===== src/ep_desc_pkg.sv =====
// constants and types shared by the endpoint descriptor block
package ep_desc_pkg;
   localparam logic [7:0] DESC_LEN = 8'h07; // descriptor length in bytes
   localparam logic [7:0] DESC_TYPE_EP = 8'h05; // endpoint descriptor type
   localparam logic [2:0] OFS_LEN = 3'h0;
   localparam logic [2:0] OFS_TYPE = 3'h1;
   localparam logic [2:0] OFS_ADDR = 3'h2;
   localparam logic [2:0] OFS_ATTR = 3'h3;
   localparam logic [2:0] OFS_MPS_LO = 3'h4;
   localparam logic [2:0] OFS_MPS_HI = 3'h5;
   localparam logic [2:0] OFS_INTERVAL = 3'h6;
   localparam logic [2:0] OFS_LAST = 3'h6;
   localparam logic [1:0] XFER_CONTROL = 2'h0;
   localparam logic [1:0] XFER_ISO = 2'h1;
   localparam logic [1:0] XFER_BULK = 2'h2;
   localparam logic [1:0] XFER_INTR = 2'h3;
   localparam logic [1:0] SYNC_NONE = 2'h0;
   localparam logic [1:0] USAGE_FEEDBACK = 2'h1;
   localparam logic [1:0] USAGE_RSVD = 2'h3;
   localparam logic [1:0] MULT_RSVD = 2'h3;
   localparam logic [1:0] MULT_TWO = 2'h1;
   localparam logic [1:0] MULT_THREE = 2'h2;
   localparam logic [10:0] MPS_MIN_TWO = 11'h201; // 513
   localparam logic [10:0] MPS_MIN_THREE = 11'h2ab; // 683
   localparam logic [10:0] MPS_MAX_HB = 11'h400; // 1024
   localparam logic [7:0] IVL_MAX_EXP = 8'h10; // 16
   localparam logic [7:0] IVL_MIN = 8'h01;
   localparam int FRAME_NS = 1000000; // full/low speed frame
   localparam int UFRAME_NS = 125000; // high speed microframe
   localparam int CLK_NS = 10;
   localparam int FRAME_CYC = FRAME_NS / CLK_NS;
   localparam int UFRAME_CYC = UFRAME_NS / CLK_NS;
   typedef enum logic [1:0] {SPEED_LOW, SPEED_FULL, SPEED_HIGH} speed_t;
endpackage


===== src/ep_desc_if.sv =====
// byte stream carrier between the decoder and its descriptor store
`timescale 1ns/1ns
interface ep_desc_if;
   logic [2:0] addr;
   logic [7:0] rdata;
   modport ctrl (output addr, input rdata);
   modport store (input addr, output rdata);
endinterface // ep_desc_if


===== src/ep_desc_decoder.sv =====
// endpoint descriptor builder, byte server and checker
// How it works
// - bytes served only while the configuration data is being returned
// - endpoint number zero gives no descriptor and flags an error
// - bytes 0..6 are length, type, address, attributes, packet size, interval
// - address: bits 3..0 number, 6..4 zero, bit 7 direction
// - attribute bits 1..0 hold transfer type
// - non-isochronous endpoints get attribute bits 5..2 forced to zero
// - isochronous attribute bits 3..2 hold synchronization type
// - attribute bits 7..6 driven zero, ignored when checked
// - packet size bits 10..0 carry the largest packet in bytes
// - high speed periodic: bits 12..11 extra transactions, 11 reserved
// - packet size bits 15..13 driven zero
// - interval unit is a frame or microframe by speed, given as cycles
// - isochronous interval 1..16, period two to interval minus one
// - full/low speed interrupt interval 1..255
// - high speed interrupt interval 1..16, power of two period
// - high speed bulk/control OUT interval is the NAK rate, zero never
// - two transactions need 513..1024 bytes, three need 683..1024
// - explicit feedback must be isochronous with no synchronization
`timescale 1ns/1ns
module ep_desc_decoder #(
   parameter int MPS_BITS = 11
) (
   input wire logic clock,
   input wire logic rstn,
   input wire logic build,
   input wire logic [3:0] ep_num,
   input wire logic ep_in,
   input wire logic [1:0] xfer,
   input wire logic [1:0] sync,
   input wire logic [1:0] usage,
   input wire logic [10:0] max_pkt,
   input wire logic [1:0] mult,
   input wire logic [7:0] interval,
   input wire logic [1:0] speed,
   input wire logic cfg_read,
   input wire logic [2:0] rd_ofs,
   input wire logic check_en,
   input wire logic [55:0] check_desc,
   output logic rd_valid,
   output logic [7:0] rd_byte,
   output logic built,
   output logic desc_err,
   output logic check_done,
   output logic check_err,
   output logic [31:0] period_cyc,
   output logic never_nak
);
   // refuse a packet size field width that the byte layout cannot hold
   if (MPS_BITS != 11) begin : g_bad_mps
      $error("packet size field must be 11 bits");
   end

   // ==========================================================
   // field checking shared by build and decode
   // ==========================================================
   function automatic logic desc_bad(input logic [55:0] d, input logic [1:0] spd);
      logic [7:0] a;
      logic [7:0] t;
      logic [15:0] m;
      logic [7:0] iv;
      logic hs;
      logic bad;
      a = d[8*ep_desc_pkg::OFS_ADDR +: 8];
      t = d[8*ep_desc_pkg::OFS_ATTR +: 8];
      m = d[8*ep_desc_pkg::OFS_MPS_LO +: 16];
      iv = d[8*ep_desc_pkg::OFS_INTERVAL +: 8];
      hs = (spd == 2'(ep_desc_pkg::SPEED_HIGH));
      bad = 1'b0;
      if (d[7:0] != ep_desc_pkg::DESC_LEN) bad = 1'b1;
      if (d[15:8] != ep_desc_pkg::DESC_TYPE_EP) bad = 1'b1;
      if (a[3:0] == 4'h0) bad = 1'b1;
      if (a[6:4] != 3'h0) bad = 1'b1;
      if (m[15:13] != 3'h0) bad = 1'b1;
      if (m[10:0] == 11'h000 || m[10:0] > ep_desc_pkg::MPS_MAX_HB) bad = 1'b1;
      if (t[1:0] != ep_desc_pkg::XFER_ISO && t[5:2] != 4'h0) bad = 1'b1;
      if (t[1:0] == ep_desc_pkg::XFER_ISO && t[5:4] == ep_desc_pkg::USAGE_RSVD) bad = 1'b1;
      if (t[5:4] == ep_desc_pkg::USAGE_FEEDBACK && t[3:2] != ep_desc_pkg::SYNC_NONE)
         bad = 1'b1;
      if (hs && (t[1:0] == ep_desc_pkg::XFER_ISO || t[1:0] == ep_desc_pkg::XFER_INTR)) begin
         if (m[12:11] == ep_desc_pkg::MULT_RSVD) bad = 1'b1;
         if (m[12:11] == ep_desc_pkg::MULT_TWO && m[10:0] < ep_desc_pkg::MPS_MIN_TWO)
            bad = 1'b1;
         if (m[12:11] == ep_desc_pkg::MULT_THREE && m[10:0] < ep_desc_pkg::MPS_MIN_THREE)
            bad = 1'b1;
      end else if (m[12:11] != 2'h0) begin
         bad = 1'b1;
      end
      if (t[1:0] == ep_desc_pkg::XFER_ISO) begin
         if (iv < ep_desc_pkg::IVL_MIN || iv > ep_desc_pkg::IVL_MAX_EXP) bad = 1'b1;
      end else if (t[1:0] == ep_desc_pkg::XFER_INTR) begin
         if (iv < ep_desc_pkg::IVL_MIN) bad = 1'b1;
         if (hs && iv > ep_desc_pkg::IVL_MAX_EXP) bad = 1'b1;
      end
      // bits 7..6 of attributes are not checked: these reserved bits are ignored
      return bad;
   endfunction

   // period in clock cycles for a given interval field
   function automatic logic [31:0] period_of(input logic [7:0] t, input logic [7:0] iv,
                                             input logic [1:0] spd);
      logic [31:0] unit;
      logic [31:0] p;
      unit = (spd == 2'(ep_desc_pkg::SPEED_HIGH)) ? 32'(ep_desc_pkg::UFRAME_CYC)
                                                    : 32'(ep_desc_pkg::FRAME_CYC);
      p = 32'h0000_0000;
      if (t[1:0] == ep_desc_pkg::XFER_ISO ||
          (t[1:0] == ep_desc_pkg::XFER_INTR && spd == 2'(ep_desc_pkg::SPEED_HIGH))) begin
         if (iv >= ep_desc_pkg::IVL_MIN && iv <= ep_desc_pkg::IVL_MAX_EXP)
            p = unit << (iv - ep_desc_pkg::IVL_MIN);
      end else begin
         p = unit * 32'(iv);
      end
      return p;
   endfunction

   // ==========================================================
   // descriptor assembly
   // ==========================================================
   logic [7:0] attr_c;
   logic [15:0] mps_c;
   logic [55:0] desc_c;
   logic hs_periodic;
   always_comb begin
      hs_periodic = (speed == 2'(ep_desc_pkg::SPEED_HIGH)) &&
                    (xfer == ep_desc_pkg::XFER_ISO || xfer == ep_desc_pkg::XFER_INTR);
      attr_c = {2'h0, 4'h0, xfer};
      if (xfer == ep_desc_pkg::XFER_ISO) begin
         attr_c[5:2] = {usage, sync};
      end
      // otherwise bits 5..2 stay zero
      mps_c = {3'h0, (hs_periodic ? mult : 2'h0), max_pkt};
      desc_c = {interval, mps_c, attr_c, ep_in, 3'h0, ep_num,
                ep_desc_pkg::DESC_TYPE_EP, ep_desc_pkg::DESC_LEN};
   end

   ep_desc_if bus ();
   logic wr_q;
   logic [55:0] wr_desc_q;
   ep_desc_store u_store (
      .clock(clock),
      .rstn(rstn),
      .wr_en(wr_q),
      .wr_desc(wr_desc_q),
      .port(bus)
   );

   // register a build request; endpoint zero is never stored
   always_ff @(posedge clock) begin
      if (!rstn) begin
         wr_q <= 1'b0;
         wr_desc_q <= 56'h0000_0000_0000_00;
      end else begin
         wr_q <= build && (ep_num != 4'h0);
         wr_desc_q <= desc_c;
      end
   end

   // build status
   always_ff @(posedge clock) begin
      if (!rstn) begin
         built <= 1'b0;
         desc_err <= 1'b0;
         period_cyc <= 32'h0000_0000;
         never_nak <= 1'b0;
      end else if (build) begin
         built <= (ep_num != 4'h0);
         desc_err <= desc_bad(desc_c, speed);
         period_cyc <= period_of(attr_c, interval, speed);
         never_nak <= (speed == 2'(ep_desc_pkg::SPEED_HIGH)) && !ep_in &&
                      (xfer == ep_desc_pkg::XFER_BULK || xfer == ep_desc_pkg::XFER_CONTROL) &&
                      (interval == 8'h00);
      end
   end

   // ==========================================================
   // byte serving within configuration data only
   // ==========================================================
   logic req_q;
   assign bus.addr = rd_ofs;
   always_ff @(posedge clock) begin
      if (!rstn) begin
         req_q <= 1'b0;
      end else begin
         req_q <= cfg_read && built && (rd_ofs <= ep_desc_pkg::OFS_LAST);
      end
   end
   always_ff @(posedge clock) begin
      if (!rstn) begin
         rd_valid <= 1'b0;
         rd_byte <= 8'h00;
      end else begin
         rd_valid <= req_q;
         rd_byte <= req_q ? bus.rdata : 8'h00;
      end
   end

   // ==========================================================
   // decoding of a received descriptor
   // ==========================================================
   always_ff @(posedge clock) begin
      if (!rstn) begin
         check_done <= 1'b0;
         check_err <= 1'b0;
      end else begin
         check_done <= check_en;
         if (check_en) check_err <= desc_bad(check_desc, speed);
      end
   end

   // ==========================================================
   // assertions
   // ==========================================================
   a_serve_needs_request: assert property (@(posedge clock) disable iff (!rstn)
      rd_valid |-> $past(cfg_read, 2))
      else $error("byte served outside configuration read");
   a_no_ep_zero: assert property (@(posedge clock) disable iff (!rstn)
      build && ep_num == 4'h0 |=> !built)
      else $error("endpoint zero descriptor built");
   a_zero_flagged: assert property (@(posedge clock) disable iff (!rstn)
      build && ep_num == 4'h0 |=> desc_err)
      else $error("endpoint zero build not flagged");
   // every accepted offset is answered two cycles later, others never
   a_serve_latency: assert property (@(posedge clock) disable iff (!rstn)
      cfg_read && built && rd_ofs <= ep_desc_pkg::OFS_LAST |-> ##2 rd_valid)
      else $error("requested byte not served");
   a_past_end_refused: assert property (@(posedge clock) disable iff (!rstn)
      cfg_read && rd_ofs > ep_desc_pkg::OFS_LAST |-> ##2 !rd_valid)
      else $error("offset past descriptor served");
   a_idle_byte_zero: assert property (@(posedge clock) disable iff (!rstn)
      !rd_valid |-> rd_byte == 8'h00)
      else $error("byte shown while not serving");
   a_dir_bit: assert property (@(posedge clock) disable iff (!rstn)
      build && ep_num != 4'h0 |=> wr_q && wr_desc_q[23] == $past(ep_in))
      else $error("direction bit not stored");
   a_attr_top_zero: assert property (@(posedge clock) disable iff (!rstn)
      wr_q |-> wr_desc_q[31:30] == 2'h0)
      else $error("attribute top bits set");
   a_mult_forced_zero: assert property (@(posedge clock) disable iff (!rstn)
      build && (speed != 2'(ep_desc_pkg::SPEED_HIGH) || xfer == ep_desc_pkg::XFER_BULK ||
      xfer == ep_desc_pkg::XFER_CONTROL) |=> wr_desc_q[44:43] == 2'h0)
      else $error("extra transactions outside high speed periodic");
   a_nak_full_speed: assert property (@(posedge clock) disable iff (!rstn)
      build && speed != 2'(ep_desc_pkg::SPEED_HIGH) |=> !never_nak)
      else $error("nak rate reported below high speed");
   a_iso_period_zero: assert property (@(posedge clock) disable iff (!rstn)
      build && xfer == ep_desc_pkg::XFER_ISO && interval > ep_desc_pkg::IVL_MAX_EXP
      |=> period_cyc == 32'h0000_0000)
      else $error("period given for bad isochronous interval");
   // check_done follows check_en one cycle later and is never raised without it
   a_check_pulse: assert property (@(posedge clock) disable iff (!rstn)
      check_en |=> check_done)
      else $error("check not answered");
   a_check_quiet: assert property (@(posedge clock) disable iff (!rstn)
      !check_en |=> !check_done)
      else $error("check answered without request");
   a_feedback_err: assert property (@(posedge clock) disable iff (!rstn)
      check_en && check_desc[25:24] == ep_desc_pkg::XFER_ISO &&
      check_desc[29:28] == ep_desc_pkg::USAGE_FEEDBACK &&
      check_desc[27:26] != ep_desc_pkg::SYNC_NONE |=> check_err)
      else $error("synchronized feedback endpoint not flagged");
   a_rsvd_mult_err: assert property (@(posedge clock) disable iff (!rstn)
      check_en && speed == 2'(ep_desc_pkg::SPEED_HIGH) && check_desc[24] &&
      check_desc[44:43] == ep_desc_pkg::MULT_RSVD |=> check_err)
      else $error("reserved transaction count not flagged");
   a_hs_intr_ivl: assert property (@(posedge clock) disable iff (!rstn)
      check_en && speed == 2'(ep_desc_pkg::SPEED_HIGH) &&
      check_desc[25:24] == ep_desc_pkg::XFER_INTR &&
      check_desc[55:48] > ep_desc_pkg::IVL_MAX_EXP |=> check_err)
      else $error("high speed interrupt interval not flagged");
   a_zero_not_stored: assert property (@(posedge clock) disable iff (!rstn)
      build && ep_num == 4'h0 |=> !wr_q)
      else $error("endpoint zero descriptor stored");
   a_addr_reserved: assert property (@(posedge clock) disable iff (!rstn)
      wr_q |-> wr_desc_q[22:20] == 3'h0)
      else $error("address reserved bits set");
   a_attr_nonios: assert property (@(posedge clock) disable iff (!rstn)
      wr_q && wr_desc_q[25:24] != ep_desc_pkg::XFER_ISO |-> wr_desc_q[29:26] == 4'h0)
      else $error("non isochronous attribute bits set");
   a_mps_top_zero: assert property (@(posedge clock) disable iff (!rstn)
      wr_q |-> wr_desc_q[47:45] == 3'h0)
      else $error("packet size reserved bits set");
   a_header_bytes: assert property (@(posedge clock) disable iff (!rstn)
      wr_q |-> wr_desc_q[15:0] == {ep_desc_pkg::DESC_TYPE_EP, ep_desc_pkg::DESC_LEN})
      else $error("length or type byte wrong");
   a_rsvd_usage_err: assert property (@(posedge clock) disable iff (!rstn)
      check_en && check_desc[25:24] == ep_desc_pkg::XFER_ISO &&
      check_desc[29:28] == ep_desc_pkg::USAGE_RSVD |=> check_err && check_done)
      else $error("reserved usage not flagged");
   a_iso_interval_err: assert property (@(posedge clock) disable iff (!rstn)
      check_en && check_desc[25:24] == ep_desc_pkg::XFER_ISO &&
      check_desc[55:48] > ep_desc_pkg::IVL_MAX_EXP |=> check_err)
      else $error("isochronous interval out of range not flagged");
   a_mult_two_err: assert property (@(posedge clock) disable iff (!rstn)
      check_en && speed == 2'(ep_desc_pkg::SPEED_HIGH) &&
      check_desc[25:24] == ep_desc_pkg::XFER_INTR &&
      check_desc[44:43] == ep_desc_pkg::MULT_TWO &&
      check_desc[42:32] < ep_desc_pkg::MPS_MIN_TWO |=> check_err)
      else $error("short packet size with two transactions not flagged");
endmodule // ep_desc_decoder


===== src/ep_desc_store.sv =====
// seven-byte descriptor store with registered read data
`timescale 1ns/1ns
module ep_desc_store (
   input wire logic clock,
   input wire logic rstn,
   input wire logic wr_en,
   input wire logic [55:0] wr_desc,
   ep_desc_if.store port
);
   logic [7:0] mem_q [0:6];
   // whole descriptor is loaded at once
   always_ff @(posedge clock) begin
      if (!rstn) begin
         for (int i = 0; i < 7; i++) begin
            mem_q[i] <= 8'h00;
         end
      end else if (wr_en) begin
         for (int i = 0; i < 7; i++) begin
            mem_q[i] <= wr_desc[8*i +: 8];
         end
      end
   end
   // registered read port
   always_ff @(posedge clock) begin
      if (!rstn) begin
         port.rdata <= 8'h00;
      end else if (port.addr <= ep_desc_pkg::OFS_LAST) begin
         port.rdata <= mem_q[port.addr];
      end else begin
         port.rdata <= 8'h00;
      end
   end
endmodule // ep_desc_store


===== config.mk =====
export PLATFORM = sky130hd
export DESIGN_NAME = ep_desc_decoder
export DESIGN_NICKNAME = d
export VERILOG_FILES = /design/src/ep_desc_pkg.sv /design/src/ep_desc_if.sv /design/src/ep_desc_decoder.sv /design/src/ep_desc_store.sv
export SDC_FILE = /design/constraint.sdc
export NUM_CORES = 1
export LEC_CHECK = 0
export BUFFER_PORTS_ARGS = -buffer_cell sky130_fd_sc_hd__buf_2
export CAP_MARGIN = 20
export CORE_MARGIN = 2
export CORE_UTILIZATION = 50
export CTS_BUF_LIST = sky130_fd_sc_hd__clkbuf_8
export CTS_CLUSTER_SIZE = 10
export DETAILED_ROUTE_END_ITERATION = 16
export PLACE_DENSITY = 0.72
export SLEW_MARGIN = 10
export SYNTH_ARGS = -nofsm -noshare
export SYNTH_HDL_FRONTEND = slang
export SYNTH_SLANG_ARGS = --single-unit

===== constraint.sdc =====
create_clock -name clock -period 7.8 [get_ports clock]
set_clock_uncertainty 0.2 [all_clocks]
set_input_delay 1.56 -clock clock [delete_from_list [all_inputs] [get_ports clock]]
set_output_delay 1.56 -clock clock [all_outputs]
set_load 0.005 [all_outputs]

==> metrics, run 1 <==
area grow syn2layout=13.5%; Worst Path Required=7.97 ns; clk sinks=120; Hold Vio Cnt, Final=0; register area share after synthesis=31.6%; largest net degree at the start of global routing=48; IO Count=144; Hold Path Class=reg -> reg; period utilization=82.6%; most used flip-flop cell after synthesis=dfxtp_1; Initial Utilization=50.5%; CP Capture Type=flop; WL/cell=17.2 um; Num CTS Buffers=17; FF-to-FF path depth=2; kind of critical path=in -> reg; die span in x=136 um; clock tree buffer depth=2; RR Endpoint=u_store.mem_q[4][3]; vias in the first global route=7069; initial drt markers=757; fin crit period=6.44 ns; die height=136 um; CTS tree=done; Final Hold Slack=0.252 ns; Area contributors post-synth=dfxtp_1 20%, edfxtp_1 11%, fa_1 9.7%; Finished Layout Cells=1349; Pwr per Cell Area=219 nW/um^2; Post CTS Setup Buffer Count=0; Tot GR Track Use=25.5%; Placed Cells=1316; Max FO, Critical Path=8; 1st-pass router iterations=5; pin slew with the least headroom to its limit=0.961 ns; crit path DAT=6.61 ns; worst setup margin=1.36 ns; post-synth top area cell=dfxtp_1; Startpoint Class=input port; Syn Inst Count=995; Final Power=2.15 mW; CP endpoint=period_cyc[24]; H-Tree Depth=4; first-pass GRT wire length=36100 um; cts repair resizes=0; IO buf count=138; Max Cap Viol=0; fmax=0.155 GHz; distinct cell type count after synthesis=73; Place WS=0.909 ns; most frequent cell after synthesis=inv_1; CP Launch Point=speed[0]; Placeable Area=17100 sq um; VDD IR max=115 uV; initial antenna violation count=0; Netlist Area Pre-Place=8650 sq um; sum of negative setup slack=0 ns; Vias/cell=5.68; dpl hpwl=17900 um; Via Count=7666; hold_buf cts=0; Post-synth ARST share=0%; Worst R2R Start=wr_q; die area=18400 sq um; final setup violation count=0; clock transition at the registers of the reported paths=0.08 ns; number of enable flip-flop cells after synthesis=33; r2r setup slk=5.35 ns; Worst-Skew Late Latency=0.43 ns; share of layout cells above drive strength 1=17.3%; share of the synthesized area in the top cell type=20.1%; Synth top cells by count=106 x inv_1, 87 x dfxtp_1, 67 x nand2_1, 63 x ha_1; RSZ-0062 raised after global routing=no; synth warn=0; Remaining DRCs=0; Antenna Cells=0; Row Count=48; grt total ovfl=0; Clk Tree Root Cell=clkbuf_8; Rel. slew slack=35.7%; syn avg cell area=8.69 sq um; GP Congestion=0.923; Slew Viols, Final=0; Leakage Power=4.64 nW; Routed Antenna Nets=0; status=complete, no violations; Routed WL=23100 um; Final Net Count=1314; flops & latches, synth=120
==> stage by stage <==
step	instance area [sq um]	util, %
2_1_floorplan	8680	-
3_3_place_gp	9480	55.4
3_5_place_dp	9480	55.4
4_1_cts	9800	57.3
5_1_grt	9820	57.3
6_report	9820	57.3
==> cells in the final DEF, fill, tap and decap left out, types with 8 or more instances in the layout <==
cell | synthesis | layout
buf_2 | 5 | 138
mux2i_1 | 11 | 11
edfxtp_1 | 33 | 33
nor2_1 | 62 | 62
nand2_1 | 67 | 67
ha_1 | 63 | 63
and2_1 | 50 | 50
a31oi_1 | 15 | 15
conb_1 | 2 | 10
a21oi_1 | 48 | 48
dfxtp_1 | 87 | 87
o21ai_0 | 62 | 62
nand3_1 | 25 | 25
nor4_1 | 9 | 9
fa_1 | 42 | 42
a211oi_1 | 11 | 11
inv_1 | 106 | 108
nor3_1 | 26 | 26
xnor2_1 | 14 | 14
buf_4 | 2 | 10
nand2b_1 | 12 | 12
clkbuf_8 | 0 | 17
or2_2 | 8 | 8
and3_1 | 39 | 39
==> critical path, stage by stage <==
cell      delay, ns
buf_2          0.11
nand2b_1       0.33
and2_1         0.32
or2_2          0.31
ha_1           0.28
inv_1          0.05
fa_1           0.48
fa_1           0.52
fa_1           0.54
inv_1          0.04
ha_1           0.36
and3_1         0.21
and2_1         0.18
o311ai_0       0.69
nor4_1         0.14
o311a_1        0.36
a21oi_1        0.13
==> state kept, by name, summed over array words and instances (netlist names), 8 cells and up <==
register,flops
u_store.port.rdata,8
period_cyc,30
u_store.mem_q,33
rd_byte,8
wr_desc_q,33
==> power by group <==
part	switching [mW]	internal, mW
Clock	0.250	0.213
Sequential	0.0331	0.689
Combinational	0.570	0.393
Total	0.853	1.29
==> layout make-up <==
| cell class | count | area, sq um |
|---|---|---|
| clock buffer | 17 | 234 |
| clock inverter | 15 | 90.1 |
| fill | 1554 | 7300 |
| inverter | 107 | 402 |
| multi-input combinational | 716 | 5300 |
| sequential | 120 | 2730 |
| tap | 225 | 282 |
| timing repair buffer | 149 | 781 |
==> worst min path at each step <==
stage                   startpoint        endpoint  depth (start not counted)
floorplan                    built           req_q                          2
detailed placement  period_cyc[29]  period_cyc[29]                          2
finish              period_cyc[29]  period_cyc[29]                          2
global route        period_cyc[29]  period_cyc[29]                          2
global placement    period_cyc[29]  period_cyc[29]                          2
CTS                 period_cyc[29]  period_cyc[29]                          2
==> cell families (layout without fill, tap and decap cells) <==
group	after synthesis	count (layout)	synth area share [%]
and+or+nand+nor	337	337	20.5
AOI/OAI and AO/OA	229	229	17.6
buffers and inverters	167	288	7.58
DFF	120	120	31.6
adders and majority gates	105	105	18.8
xor gates and xnor gates	21	21	2.13
muxes	14	14	1.66
other	2	10	0.0868
==> metal layers <==
layer  GRT usage (%)  routed length, um  up-vias
met2            41.7              10800      330
met5               0                  0        -
met3            4.41               1630       58
li1                -                  -     3723
met1            33.5               9880     3555
met4            10.6                813        0
(Power assumes the default switching activity.)
==> run 2, diff against run 1 <==
PLACE_DENSITY = 0.75   (was 0.72)
clock period = 5.7 ns   (was 7.8 ns; I/O delays follow)
==> run 2 against run 1 <==
Register-to-register slack worse by 1.5 ns; wire length rose by 4.8%; combinational power grew 58%; via count rose by 2.8%; setup slack got worse by 1.1 ns; clock-buffer cell count unchanged; global-route usage up 1.3 points; sequential cell count unchanged.
==> metrics, run 2 (synthesis results as in run 1) <==
cts repair resizes=0; Final Hold Slack=0.242 ns; # fillers=1550; area of placed instances=10000 sq um; Clk Tree Root Cell=clkbuf_8; first-pass GRT wire length=38400 um; r2r setup slk=3.87 ns; Hold Path End=period_cyc[29]; Num CTS Buffers=17; FF/Latch Area=2730 sq um; RSZ-0062 raised after global routing=no; Routed Antenna Nets=0; final setup violation count=0; grt total ovfl=0; IO buf count=138; Row Count=48; hold depth=2; 1st-pass router iterations=6; status=complete, no violations; Max FO, Critical Path=6; utilization after layout=61.0%; Hold Vio Cnt, Final=0; Routed WL=24200 um; H-Tree Depth=4; Antenna Cells=0; Tot GR Track Use=26.8%; dpl hpwl=18900 um; pin slew with the least headroom to its limit=0.944 ns; crit-path leading delay family=adder cells; crit path DAT=5.49 ns; initial drt markers=672; die area=18400 sq um; critical path's most frequent cell=fa_1; Leakage Power=5.03 nW; area grow syn2layout=20.6%; IO Count=144; vias in the first global route=7477; FF-to-FF path depth=2; Via Count=7880; multi-input logic area=5340 sq um; Finished Layout Cells=1418; initial antenna violation count=0; GP Congestion=0.946; Max Cap Viol=0; share of layout cells above drive strength 1=23.0%; die height=136 um; Remaining DRCs=0; Final Net Count=1383; CP Capture Type=flop; clock tree buffer depth=2; Placed Cells=1386; hold path startpoint=period_cyc[29]; kind of critical path=in -> reg; Pwr per Cell Area=313 nW/um^2; fin crit period=5.41 ns; Startpoint Class=input port; largest net degree at the start of global routing=58; slowest cell delay on critical path=0.55 ns; Worst-Skew Late Latency=0.44 ns; period utilization=94.9%; most frequent cells in the layout=138 x buf_2, 106 x inv_1, 87 x dfxtp_1; Largest regs=u_store.mem_q (33), wr_desc_q (33), period_cyc (30); hold_buf cts=0; Placeable Area=17100 sq um; clock transition at the registers of the reported paths=0.09 ns; VDD IR max=165 uV; Slew Viols, Final=0; fmax=0.185 GHz; CTS tree=done; RR Endpoint=u_store.mem_q[6][0]; commonest non-fill, non-tap cell in the layout=buf_2; Hold Path Class=reg -> reg; crit-path cells=buf_2 > nand2b_1 > buf_4 > and2_1 > ha_1 > fa_1 > fa_1 > inv_1 > fa_1 > inv_1 > ha_1 > o21ai_0 > nor2_2 > nor4bb_4 > nor3_1 > o21ai_0 > a311oi_1; Worst R2R Start=wr_q; WL/cell=17.1 um; final instance area=10400 sq um; die span in x=136 um; clk sinks=120; Rel. slew slack=36.8%; Worst Path Required=5.78 ns; Initial Utilization=50.5%; cell at the slowest stage of the critical path=fa_1; Post CTS Setup Buffer Count=0; Vias/cell=5.56; CP bufs+invs=4
run 2: layout make-up:
class                   count  share of cell area [%]
multi-input cells         716                    51.1
flip-flops and latches    120                    26.2
repair buffers            218                    12.4
inverters                 107                    3.85
well taps                 225                    2.70
clock buffers              17                    2.24
clock inverters            15                    1.51
run 2: power breakdown:
part           internal (mW)  total, mW  switching [mW]  leakage [nW]
logic                  0.696       1.52           0.829          3.75
clock network          0.363      0.757           0.394         0.196
registers              0.942      0.986          0.0442          1.08
total                   2.00       3.27            1.27          5.03
run 2: through the flow:
stage / power, mW / TNS [ns] / worst slack [ns]
2_1_floorplan: 1.96 / -0.0142 / -0.0142
3_3_place_gp: 2.48 / -0.429 / -0.118
3_5_place_dp: 2.51 / -0.748 / -0.148
4_1_cts: 3.27 / 0 / 0.313
5_1_grt: 3.49 / 0 / 0.0528
6_report: 3.27 / 0 / 0.291
run 2: routing by layer:
metal / vias to the layer above / wire length, um / track usage [%]
met2: 281 / 11800 / 44.6
met3: 44 / 1350 / 3.52
met1: 3703 / 10400 / 35.4
met5: - / 0 / 0
li1: 3852 / - / -
met4: 0 / 755 / 11.1
run 2: how the worst max path moves through the flow:
stage	slack [ns]	cells past startpoint	from	endpoint
after floorplan	-0.01	18	speed[0]	period_cyc[24]
after detailed placement	-0.15	17	speed[0]	period_cyc[16]
after global placement	-0.12	17	speed[0]	period_cyc[24]
after CTS	0.31	17	speed[0]	period_cyc[24]
after global routing	0.05	18	speed[1]	period_cyc[16]
final	0.29	17	speed[0]	period_cyc[16]
run 2: worst reg2reg max path, stage by stage (launching register included):
cell and delay [ns]:
dfxtp_1 0.74, nand2b_1 0.19, buf_4 0.37
==> run 3, diff against run 2 <==
BUFFER_PORTS_ARGS = -buffer_cell sky130_fd_sc_hd__buf_4   (was -buffer_cell sky130_fd_sc_hd__buf_2)
CTS_CLUSTER_SIZE = 25   (was 10)
==> run 3 against run 2 <==
Clock-buffer cell count did not move; clock power about the same; power rose by 3.3%; via count decreased by 0.57%; register-to-register slack about the same; design area up 3.5%; combinational power grew 7%; cell count about the same; wire length grew 2.9%; sequential cell count unchanged; setup slack worse by 0.14 ns; global-route usage is 0.78 points higher; critical endpoint is now period_cyc[24]; highest routed layer unchanged.
==> metrics, run 3 (synthesis results as in run 1) <==
vias in the first global route=7669; die area=18400 sq um; die span in x=136 um; fin crit period=5.55 ns; Place WS=-0.366 ns; critical path's most frequent cell=fa_1; largest net degree at the start of global routing=83; clk sinks=120; Metal-1 WL=10500 um; clock tree buffer depth=2; Via Count=7835; initial drt markers=513; Routed WL=24900 um; hold_buf cts=0; first-pass GRT wire length=39300 um; status=complete, no violations; H-Tree Depth=4; crit path DAT=5.72 ns; Antenna Cells=0; Final Net Count=1384; VDD IR max=169 uV; IO Count=144; Remaining DRCs=0; die height=136 um; Placeable Area=17100 sq um; area grow syn2layout=24.9%; WL met3=1230 um; cell at the slowest stage of the critical path=fa_1; Vias/cell=5.52; grt total ovfl=0; final setup violation count=0; Tot GR Track Use=27.6%; DR top layer=met4; multi-input logic area=5350 sq um; CTS tree=done; Max FO, Critical Path=6; Worst-Skew Late Latency=0.44 ns; worst setup margin=0.152 ns; RSZ-0062 raised after global routing=yes; clock transition at the registers of the reported paths=0.08 ns; Max Cap Viol=0; IO buf count=138; Hold Vio Cnt, Final=0; Row Count=48; pin slew with the least headroom to its limit=0.976 ns; DR WL met2=12400 um; # fillers=1490; 1st-pass router iterations=5; Rel. slew slack=34.7%; CP Capture Type=flop; Startpoint Class=input port; share of layout cells above drive strength 1=23.2%; Placed Cells=1386; Slew Viols, Final=0; slowest cell delay on critical path=0.54 ns; WL/cell=17.6 um; Hold Path Class=reg -> reg; crit-path cells=buf_4 > nand2b_2 > and2_1 > or2_2 > ha_1 > inv_1 > fa_1 > fa_1 > fa_1 > inv_1 > ha_1 > and3_1 > and2_1 > o311ai_2 > nor4_1 > o311a_1 > a21oi_1; Clk Tree Root Cell=clkbuf_8; Leakage Power=5.12 nW; most frequent cells in the layout=219 x buf_4, 106 x inv_1, 87 x dfxtp_1; dpl hpwl=19500 um; commonest non-fill, non-tap cell in the layout=buf_4; Routed Antenna Nets=0; Pwr per Cell Area=312 nW/um^2; Finished Layout Cells=1419; Initial Utilization=50.5%; period utilization=97.3%; GP Congestion=0.944; FF/Latch Area=2730 sq um; kind of critical path=in -> reg; fmax=0.180 GHz; initial antenna violation count=0; Largest regs=u_store.mem_q (33), wr_desc_q (33), period_cyc (30); Num CTS Buffers=17; Worst Path Required=5.87 ns
## run 3: cell types whose count changed in the layout (fill, tap and decap cells not counted), sizes merged
cell,previous run,this run
buf,218,219
clkinv,4,6
clkinvlp,2,1
inv,115,114
## run 3: final cells by class
class,instances,area share (%)
Timing Repair Buffer,219,15.2
Inverter,107,3.72
Tap cell,225,2.61
Clock inverter,15,1.49
Multi-Input combinational cell,716,49.5
Sequential cell,120,25.3
Clock buffer,17,2.17
## run 3: worst max-delay path: cells and delay by family
family,cells,cell delay [ns]
buffers and inverters,3,0.21
adder cells (fa/ha/maj),5,2.17
AO/OA/AOI/OAI,3,0.86
AND/OR/NAND/NOR,6,1.32
## run 3: per-layer routing
metal  track usage (%)  up-vias
met5                 0        -
met4              9.55        0
met3              4.56       53
met2              46.9      240
met1              35.8     3698
li1                  -     3844
## run 3: final timing paths
path	cells past startpoint	startpoint	end	slack (ns)
setup / recovery	17	speed[0]	period_cyc[24]	0.15
hold / removal	2	period_cyc[30]	period_cyc[30]	0.25
setup reg to reg	2	wr_q	u_store.mem_q[5][3]	3.88
hold reg to reg	2	period_cyc[30]	period_cyc[30]	0.25
## run 3: metrics by stage
step | utilization [%] | cell area [sq um] | hold slack, ns | TNS, ns | power [mW]
finish | 63.1 | 10800 | 0.249 | 0 | 3.38
global route | 63.1 | 10800 | 0.281 | -0.0331 | 3.60
CTS | 63.0 | 10800 | 0.252 | 0 | 3.34
detailed placement | 60.7 | 10400 | 0.242 | -3.12 | 2.59
global placement | 60.7 | 10400 | 0.239 | -2.00 | 2.54
floorplan | - | 8740 | 0.239 | -0.0142 | 1.96
## run 3: where the power goes
part	internal, mW	switching [mW]	total [mW]
combinational	0.772	0.863	1.63
clock	0.364	0.391	0.755
sequential	0.942	0.0441	0.986
## run 3: repair_timing
action	CTS	global route
endpoints found under the setup margin	0	9
setup buffers	0	1
gates resized for setup	0	4
